===== src/pis_pkg.sv =====
`default_nettype none
package pis_pkg;

    // Geometry of the setting store.
    localparam int NUM_SETTINGS = 32;
    localparam int DATA_W = 16;
    localparam int ADDR_W = 5;

    // Setting indices.
    localparam logic [4:0] IDX_INIT_COMMAND = 5'h00;
    localparam logic [4:0] IDX_INIT_METHOD_SELECT = 5'h01;
    localparam logic [4:0] IDX_SAVE_TRIGGER = 5'h02;
    localparam logic [4:0] IDX_PROTECT = 5'h03;
    localparam logic [4:0] IDX_MOTOR_TYPE_SELECT = 5'h04;
    localparam logic [4:0] IDX_MOTOR_RATED_CAPACITY = 5'h05;
    localparam logic [4:0] IDX_MOTOR_RATED_CURRENT = 5'h06;
    localparam logic [4:0] IDX_MOTOR_NOLOAD_CURRENT = 5'h07;
    localparam logic [4:0] IDX_MOTOR_PCT_R1 = 5'h08;
    localparam logic [4:0] IDX_MOTOR_PCT_X = 5'h09;
    localparam logic [4:0] IDX_MOTOR_RELATED_CONSTANT = 5'h0A;
    localparam logic [4:0] IDX_SEARCH_DELAY_SECOND = 5'h0B;
    localparam int COMM_FIRST = 12;
    localparam int COMM_LAST = 15;
    localparam int LOGIC_FIRST = 16;
    localparam int LOGIC_LAST = 23;

    // Command and selector encodings.
    localparam logic [15:0] CMD_NONE = 16'h0000;
    localparam logic [15:0] CMD_ALL = 16'h0001;
    localparam logic [15:0] CMD_MOTOR = 16'h0002;
    localparam logic [15:0] CMD_NO_COMM = 16'h000B;
    localparam logic [15:0] CMD_LOGIC_ONLY = 16'h000C;
    localparam logic [15:0] METHOD_FACTORY = 16'h0000;
    localparam logic [15:0] METHOD_USER = 16'h0001;
    localparam logic [15:0] TRIGGER_SAVE = 16'h0001;
    localparam logic [15:0] PROTECT_OFF = 16'h0000;
    localparam logic [15:0] TYPE_HP = 16'h0001;

    // Standard nominal ratings in 0.01 kW steps, ascending.
    localparam int NUM_RATINGS = 8;
    localparam logic [7:0][15:0] STD_RATINGS = {
        16'h05DC, 16'h044C, 16'h02EE, 16'h0226,
        16'h0172, 16'h00DC, 16'h0096, 16'h004B};
    // Auto-search delay 2 per rating, in 0.1 s steps.
    localparam logic [7:0][15:0] SEARCH_DELAYS = {
        16'h0014, 16'h0014, 16'h000F, 16'h000F,
        16'h000A, 16'h000A, 16'h0005, 16'h0005};

    // Motor derivation figures (percent scale factors).
    localparam logic [15:0] CUR_K_STD = 16'h00C8;
    localparam logic [15:0] CUR_K_HP = 16'h00AF;
    localparam logic [15:0] PCT_DIV = 16'h0064;
    localparam logic [15:0] NOLOAD_PCT = 16'h0028;
    localparam logic [15:0] R1_STD = 16'h0190;
    localparam logic [15:0] R1_HP = 16'h01A4;
    localparam logic [15:0] X_STD = 16'h0320;
    localparam logic [15:0] X_HP = 16'h0352;
    localparam logic [15:0] RELATED_STD = 16'h0055;
    localparam logic [15:0] RELATED_HP = 16'h0058;

    // Built-in factory defaults, highest index first.
    localparam logic [31:0][15:0] FACTORY_DEFAULTS = {
        16'h0000, 16'h0000, 16'h0000, 16'h0000,
        16'h0000, 16'h0000, 16'h0000, 16'h0000,
        16'h0000, 16'h0000, 16'h0000, 16'h0000,
        16'h0000, 16'h0000, 16'h0000, 16'h0000,
        16'h0000, 16'h0000, 16'h0001, 16'h0001,
        16'h0005, 16'h0055, 16'h0320, 16'h0190,
        16'h0078, 16'h012C, 16'h0096, 16'h0000,
        16'h0000, 16'h0000, 16'h0000, 16'h0000};

    // Whole state of the store, registered as one word.
    typedef struct packed {
        logic [31:0][15:0] settings;
        logic [31:0][15:0] user_image;
        logic image_valid;
        logic [15:0] rdata;
        logic init_done;
        logic save_done;
        logic refused;
    } pis_state_t;

endpackage
`default_nettype wire


===== src/pis_store.sv =====
`timescale 1ns/1ps
`default_nettype none
module pis_store (
    input wire logic clock_i,
    input wire logic rst_n_i,
    input wire logic param_wr_i,
    input wire logic [4:0] param_addr_i,
    input wire logic [15:0] param_wdata_i,
    input wire logic param_from_keypad_i,
    input wire logic keys_held_i,
    output logic [15:0] param_rdata_o,
    output logic busy_o,
    output logic init_done_o,
    output logic save_done_o,
    output logic write_refused_o,
    output logic user_image_valid_o
);

    // Registered state and its next value.
    pis_pkg::pis_state_t st;
    pis_pkg::pis_state_t next_st;

    // Pending command and trigger as currently stored.
    logic [15:0] cmd;
    logic [15:0] trig;
    // A command or save is processed in the cycle after it is stored.
    logic pending;
    // Motor constants for the capacity in the current derivation.
    logic [15:0] deriv_cap;
    logic [15:0] deriv_type;
    logic [5:0][15:0] motor_vals;

    assign cmd = st.settings[pis_pkg::IDX_INIT_COMMAND];
    assign trig = st.settings[pis_pkg::IDX_SAVE_TRIGGER];
    assign pending = (cmd != pis_pkg::CMD_NONE) ||
                     (trig != pis_pkg::CMD_NONE);

    // Derives the six dependent constants from type and capacity.
    function automatic logic [5:0][15:0] derive(input logic [15:0] cap,
                                               input logic [15:0] mtype);
        logic [15:0] rating;
        logic [15:0] delay;
        logic [15:0] k;
        logic [31:0] prod;
        logic [15:0] cur;
        logic [31:0] nl;
        logic hp;
        logic found;
        rating = pis_pkg::STD_RATINGS[pis_pkg::NUM_RATINGS - 1];
        delay = pis_pkg::SEARCH_DELAYS[pis_pkg::NUM_RATINGS - 1];
        found = 1'b0;
        // Snap to the smallest standard rating not below the setting.
        for (int r = 0; r < pis_pkg::NUM_RATINGS; r++) begin
            if (!found && cap <= pis_pkg::STD_RATINGS[r]) begin
                rating = pis_pkg::STD_RATINGS[r];
                delay = pis_pkg::SEARCH_DELAYS[r];
                found = 1'b1;
            end
        end
        // HP rated motors follow the 460 V/60 Hz figures, others 400 V.
        hp = (mtype == pis_pkg::TYPE_HP);
        k = hp ? pis_pkg::CUR_K_HP : pis_pkg::CUR_K_STD;
        prod = 32'(rating) * 32'(k);
        cur = 16'(prod / 32'(pis_pkg::PCT_DIV));
        nl = 32'(cur) * 32'(pis_pkg::NOLOAD_PCT) / 32'(pis_pkg::PCT_DIV);
        derive[0] = cur;
        derive[1] = nl[15:0];
        derive[2] = hp ? pis_pkg::R1_HP : pis_pkg::R1_STD;
        derive[3] = hp ? pis_pkg::X_HP : pis_pkg::X_STD;
        derive[4] = hp ? pis_pkg::RELATED_HP : pis_pkg::RELATED_STD;
        derive[5] = delay;
    endfunction

    // A capacity write derives from the new value, otherwise stored ones.
    always_comb begin
        deriv_type = st.settings[pis_pkg::IDX_MOTOR_TYPE_SELECT];
        if (param_wr_i && param_addr_i == pis_pkg::IDX_MOTOR_RATED_CAPACITY)
        begin
            deriv_cap = param_wdata_i;
        end else begin
            deriv_cap = st.settings[pis_pkg::IDX_MOTOR_RATED_CAPACITY];
        end
        motor_vals = derive(deriv_cap, deriv_type);
    end

    // Next-state logic: process a pending command or save, else take writes.
    always_comb begin
        logic use_user;
        logic in_comm;
        logic in_logic;
        logic keypad_locked;
        use_user = 1'b0;
        in_comm = 1'b0;
        in_logic = 1'b0;
        keypad_locked = 1'b0;
        next_st = st;
        next_st.init_done = 1'b0;
        next_st.save_done = 1'b0;
        next_st.refused = 1'b0;
        next_st.rdata = st.settings[param_addr_i];
        if (pending) begin
            // User image only when selected and actually saved.
            use_user = (st.settings[pis_pkg::IDX_INIT_METHOD_SELECT] ==
                         pis_pkg::METHOD_USER) && st.image_valid;
            for (int i = 0; i < pis_pkg::NUM_SETTINGS; i++) begin
                in_comm = (i >= pis_pkg::COMM_FIRST) &&
                          (i <= pis_pkg::COMM_LAST);
                in_logic = (i >= pis_pkg::LOGIC_FIRST) &&
                           (i <= pis_pkg::LOGIC_LAST);
                unique case (cmd)
                    pis_pkg::CMD_ALL: begin
                        if (use_user) begin
                            next_st.settings[i] = st.user_image[i];
                        end else begin
                            next_st.settings[i] =
                                pis_pkg::FACTORY_DEFAULTS[i];
                        end
                    end
                    pis_pkg::CMD_NO_COMM: begin
                        if (!in_comm) begin
                            next_st.settings[i] =
                                pis_pkg::FACTORY_DEFAULTS[i];
                        end
                    end
                    pis_pkg::CMD_LOGIC_ONLY: begin
                        if (in_logic) begin
                            next_st.settings[i] =
                                pis_pkg::FACTORY_DEFAULTS[i];
                        end
                    end
                    default: begin
                        // Zero, motor-only and unknown codes touch nothing.
                        next_st.settings[i] = st.settings[i];
                    end
                endcase
            end
            if (cmd == pis_pkg::CMD_MOTOR) begin
                // Rederive the motor constants in place.
                for (int m = 0; m < 6; m++) begin
                    next_st.settings[5'(int'(pis_pkg::IDX_MOTOR_RATED_CURRENT)
                        + m)] = motor_vals[m];
                end
            end
            if (cmd != pis_pkg::CMD_NONE) begin
                next_st.init_done = 1'b1;
            end
            // The command always reverts once processed.
            next_st.settings[pis_pkg::IDX_INIT_COMMAND] =
                pis_pkg::CMD_NONE;
            if (trig == pis_pkg::TRIGGER_SAVE &&
                st.settings[pis_pkg::IDX_INIT_METHOD_SELECT] ==
                pis_pkg::METHOD_USER &&
                st.settings[pis_pkg::IDX_PROTECT] == pis_pkg::PROTECT_OFF)
            begin
                // Snapshot overwrites any earlier image.
                next_st.user_image = st.settings;
                next_st.user_image[pis_pkg::IDX_SAVE_TRIGGER] =
                    pis_pkg::CMD_NONE;
                next_st.image_valid = 1'b1;
                next_st.save_done = 1'b1;
            end
            // Otherwise the image stays as it is.
            // Trigger returns to zero whatever the outcome.
            next_st.settings[pis_pkg::IDX_SAVE_TRIGGER] =
                pis_pkg::CMD_NONE;
            if (param_wr_i) begin
                // Writes during processing are dropped and flagged.
                next_st.refused = 1'b1;
            end
        end else if (param_wr_i) begin
            // Keypad may change method or command only with both keys held.
            keypad_locked = param_from_keypad_i && !keys_held_i &&
                ((param_addr_i == pis_pkg::IDX_INIT_COMMAND) ||
                 (param_addr_i == pis_pkg::IDX_INIT_METHOD_SELECT));
            if (keypad_locked) begin
                next_st.refused = 1'b1;
            end else begin
                next_st.settings[param_addr_i] = param_wdata_i;
                if (param_addr_i == pis_pkg::IDX_MOTOR_RATED_CAPACITY) begin
                    // Dependent constants follow a capacity write.
                    for (int m = 0; m < 6; m++) begin
                        next_st.settings[5'(int'(
                            pis_pkg::IDX_MOTOR_RATED_CURRENT) + m)] =
                            motor_vals[m];
                    end
                end
            end
        end
    end

    // State register; settings start from the factory table.
    always_ff @(posedge clock_i or negedge rst_n_i) begin
        if (!rst_n_i) begin
            st.settings <= pis_pkg::FACTORY_DEFAULTS;
            st.user_image <= '0;
            st.image_valid <= 1'b0;
            st.rdata <= 16'h0000;
            st.init_done <= 1'b0;
            st.save_done <= 1'b0;
            st.refused <= 1'b0;
        end else begin
            st <= next_st;
        end
    end

    // Outputs come straight from the state, busy from the pending term.
    assign param_rdata_o = st.rdata;
    assign busy_o = pending;
    assign init_done_o = st.init_done;
    assign save_done_o = st.save_done;
    assign write_refused_o = st.refused;
    assign user_image_valid_o = st.image_valid;

endmodule
`default_nettype wire


===== config.mk =====
export PLATFORM = sky130hd
export DESIGN_NAME = pis_store
export DESIGN_NICKNAME = d
export VERILOG_FILES = /design/src/pis_pkg.sv /design/src/pis_store.sv
export SDC_FILE = /design/constraint.sdc
export NUM_CORES = 2
export LEC_CHECK = 0
export ABC_CLOCK_PERIOD_IN_PS = 21500
export BUFFER_PORTS_ARGS = -buffer_cell sky130_fd_sc_hd__buf_2
export CORE_MARGIN = 2
export CORE_UTILIZATION = 58
export CTS_CLUSTER_DIAMETER = 150
export DETAILED_ROUTE_END_ITERATION = 6
export GPL_TIMING_DRIVEN = 0
export PLACE_DENSITY = 0.87
export SYNTH_ARGS = -nofsm -noshare
export SYNTH_HDL_FRONTEND = slang
export SYNTH_SLANG_ARGS = --single-unit

===== constraint.sdc =====
create_clock -name clock_i -period 21.5 [get_ports clock_i]
set_input_delay 4.3 -clock clock_i [delete_from_list [all_inputs] [get_ports clock_i]]
set_output_delay 4.3 -clock clock_i [all_outputs]
set_load 0.01 [all_outputs]

==> results.json <==
{
  "status": "complete, but fails checks",
  "violations": "design-rule violations, max-capacitance violations, max-slew violations, negative setup slack",
  "yosysTopAreaCell": "dfrtp_1",
  "slowest_delay_ns": 0.57,
  "slew_violations": 22,
  "syn-instance-count": 5263,
  "period_minus_slack_ns": 29.11,
  "wirelength_mm": 221.8,
  "hp-class": "reg2reg",
  "start_util_pct": 58.31,
  "grt_setup_unrepaired": "true",
  "synth_area_leaders": "dfrtp_1, mux2_2, a22oi_1, mux4_2, o21ai_0",
  "cts_hold_buffers": 0,
  "yosysTopAreaCellShare_pct": 44.74,
  "cts_root_buf": "clkbuf_16",
  "grtUsageTotal_pct": 41.35,
  "crit_fanout": 8,
  "cp_common_cell": "buf_4",
  "antenna_found_initial": 21,
  "drc": 145,
  "max_freq_mhz": 34.35,
  "die_x_um": 312.4,
  "path_class": "in2reg",
  "cts_tree": "yes",
  "worstPathRequired_ns": 22.08,
  "max_slew.worst_pin.slew_ns": 1.599,
  "cp_data_arrival_time_ns": 29.69,
  "clk_latency_ns": 0.72,
  "vias": 52800,
  "via_per_inst": 7.447,
  "cts_max_path_buffers": 3,
  "drt_pass1_iterations": 7,
  "mostFrequentLayoutCell": "dfrtp_1",
  "avgSynthCellArea_sq_um": 10.48,
  "ys_seq_area_share_pct": 45.97,
  "htree_levels": 3,
  "clock_sinks": 1012,
  "place_congestion": 1.051,
  "drtIter0Drc": 9067,
  "clkTransAtPathRegs_ns": 0.07,
  "design.core.area_sq_mm": 0.09459,
  "finalSetupViolations": 13,
  "fin_nets": 5871,
  "post_drt_wl_per_cell_um": 31.28,
  "syn_nets": 5413,
  "synth_cell_types": 128,
  "worstSetupStartpointType": "input pin",
  "period_share_pct": 135.4,
  "syn_to_final_growth_pct": 21.78,
  "drv_cap": 3,
  "io_buffers": 30,
  "synth_edf_count": 0,
  "drive_gt1_share_pct": 29.51,
  "io_pins": 47,
  "final_cell_mix": "dfrtp_1, nand2_1, o21ai_0",
  "ys.flop_type": "dfrtp_1",
  "grt_start_max_net_pins": 127,
  "ant_nets": 0,
  "synth-seq-cells": 1012,
  "fin_worst_skew_ns": 0.04859,
  "hpwl_mm": 137.4,
  "floorplan.die_area_sq_mm": 0.09758,
  "grt_pass1_vias": 50317,
  "cts_buffers": 101,
  "die_h_um": 312.4,
  "slowest_stage": "fa_2",
  "yosysWarnings": 0,
  "synth-async-reset-ratio_pct": 100.0,
  "grt_pass1_wl_mm": 308.1,
  "cp-end-kind": "register",
  "mappedNetlistArea_sq_mm": 0.05515,
  "hold_viol_final": 0,
  "pre_cts_slack_ns": -10.32,
  "setup_ws_ns": -7.608,
  "grt_overflow": 0,
  "max_slew_margin_pct": -6.615,
  "rows": 113
}
==> cell usage after synthesis, types with 26 or more instances <==
cell type,n
o211ai_1,35
o21ai_1,27
dfrtp_1,986
mux2_2,458
nand3_1,52
nor4_1,27
a22oi_1,496
nor2b_1,41
mux4_2,128
fa_1,44
xnor2_1,57
buf_1,35
nor2_1,178
nand4_1,41
nand2_1,708
clkbuf_1,334
dfstp_2,26
a21oi_1,137
a31oi_1,49
ha_1,80
nor3_1,53
a21o_1,37
o21ai_0,572
inv_1,89
==> area by class of cell <==
class	instances	area, sq um
Buffer	405	1813
Fill cell	5928	27420
Inverter	94	376.6
Tap cell	1265	1583
Clock buffer	140	2955
Sequential cell	1012	25360
Clock inverter	50	689.4
Antenna cell	17	42.54
Multi-Input combinational cell	3746	31280
Timing Repair Buffer	361	3067
==> worst max-delay path, delay by kind of cell <==
family / cells / cell delay, ns
fa+ha+maj: 10 / 3.42
compound gates: 43 / 10.37
buf+inv: 26 / 3.93
xor+xnor: 2 / 0.25
mux: 3 / 0.76
simple gates: 34 / 6.55
==> per-stage QoR <==
stage / hold WS [ns] / TNS (ns) / util, % / instances / cell area, sq um
floorplan: 0.4400 / -27.04 / - / 5263 / 55770
global placement: 0.4576 / -4795.89 / 60.79 / 6558 / 57500
detailed placement: 0.4748 / -83.22 / 61.07 / 6568 / 57760
CTS: 0.4876 / -30.24 / 68.59 / 6959 / 64880
global route: 0.5052 / -60.55 / 70.97 / 7077 / 67130
finish: 0.4881 / -52.60 / 71.01 / 7090 / 67160
==> what timing repair did <==
item	in CTS	in global routing
setup buffers	201	120
endpoints found under the setup margin	15	13
pin swaps	176	201
gates resized for setup	366	262
cloned	5	1
==> state kept, by name, summed over array words and instances, names as in the netlist <==
register,flops
cmd,16
st,944
user_image_valid_o,1
init_done_o,1
deriv_type,16
save_done_o,1
param_rdata_o,16
trig,16
write_refused_o,1
==> per-layer routing <==
metal / track usage, % / vias to the layer above / share of wire (%)
met5: 1.306 / - / 0.20
met4: 30.62 / 31 / 9.9
met3: 15.74 / 1634 / 15
met2: 60.71 / 5077 / 42
met1: 49.62 / 25576 / 32
li1: - / 20482 / -
==> path summary, 6_finish.rpt <==
path | from | to | slack [ns] | cells past startpoint
setup / recovery | param_addr_i[3] | st[644] | -7.61 | 118
hold / removal | st[710] | st[710] | 0.49 | 2
setup reg to reg | deriv_type[14] | st[644] | -4.63 | 110
hold reg to reg | st[710] | st[710] | 0.49 | 2
max in group asynchronous | rst_n_i | st[219] | 16.02 | 3
min in group asynchronous | rst_n_i | st[994] | 3.72 | 1
==> cells by family (layout without fill, tap and decap cells) <==
family | count (synthesis) | count (layout) | synth area share, %
adder cells (fa/ha/maj) | 130 | 130 | 3.521
multiplexers | 612 | 612 | 15.06
XOR/XNOR | 86 | 86 | 1.431
AO/OA/AOI/OAI | 1661 | 1662 | 20.15
flip-flops | 1012 | 1012 | 45.97
buffers and inverters | 508 | 1050 | 3.684
AND/OR/NAND/NOR | 1253 | 1255 | 10.17
other | 1 | 18 | 0.006799
Power is left out: the tool's default activity adds up to more than one toggle a clock period on the data nets, which glitch-free logic cannot reach.
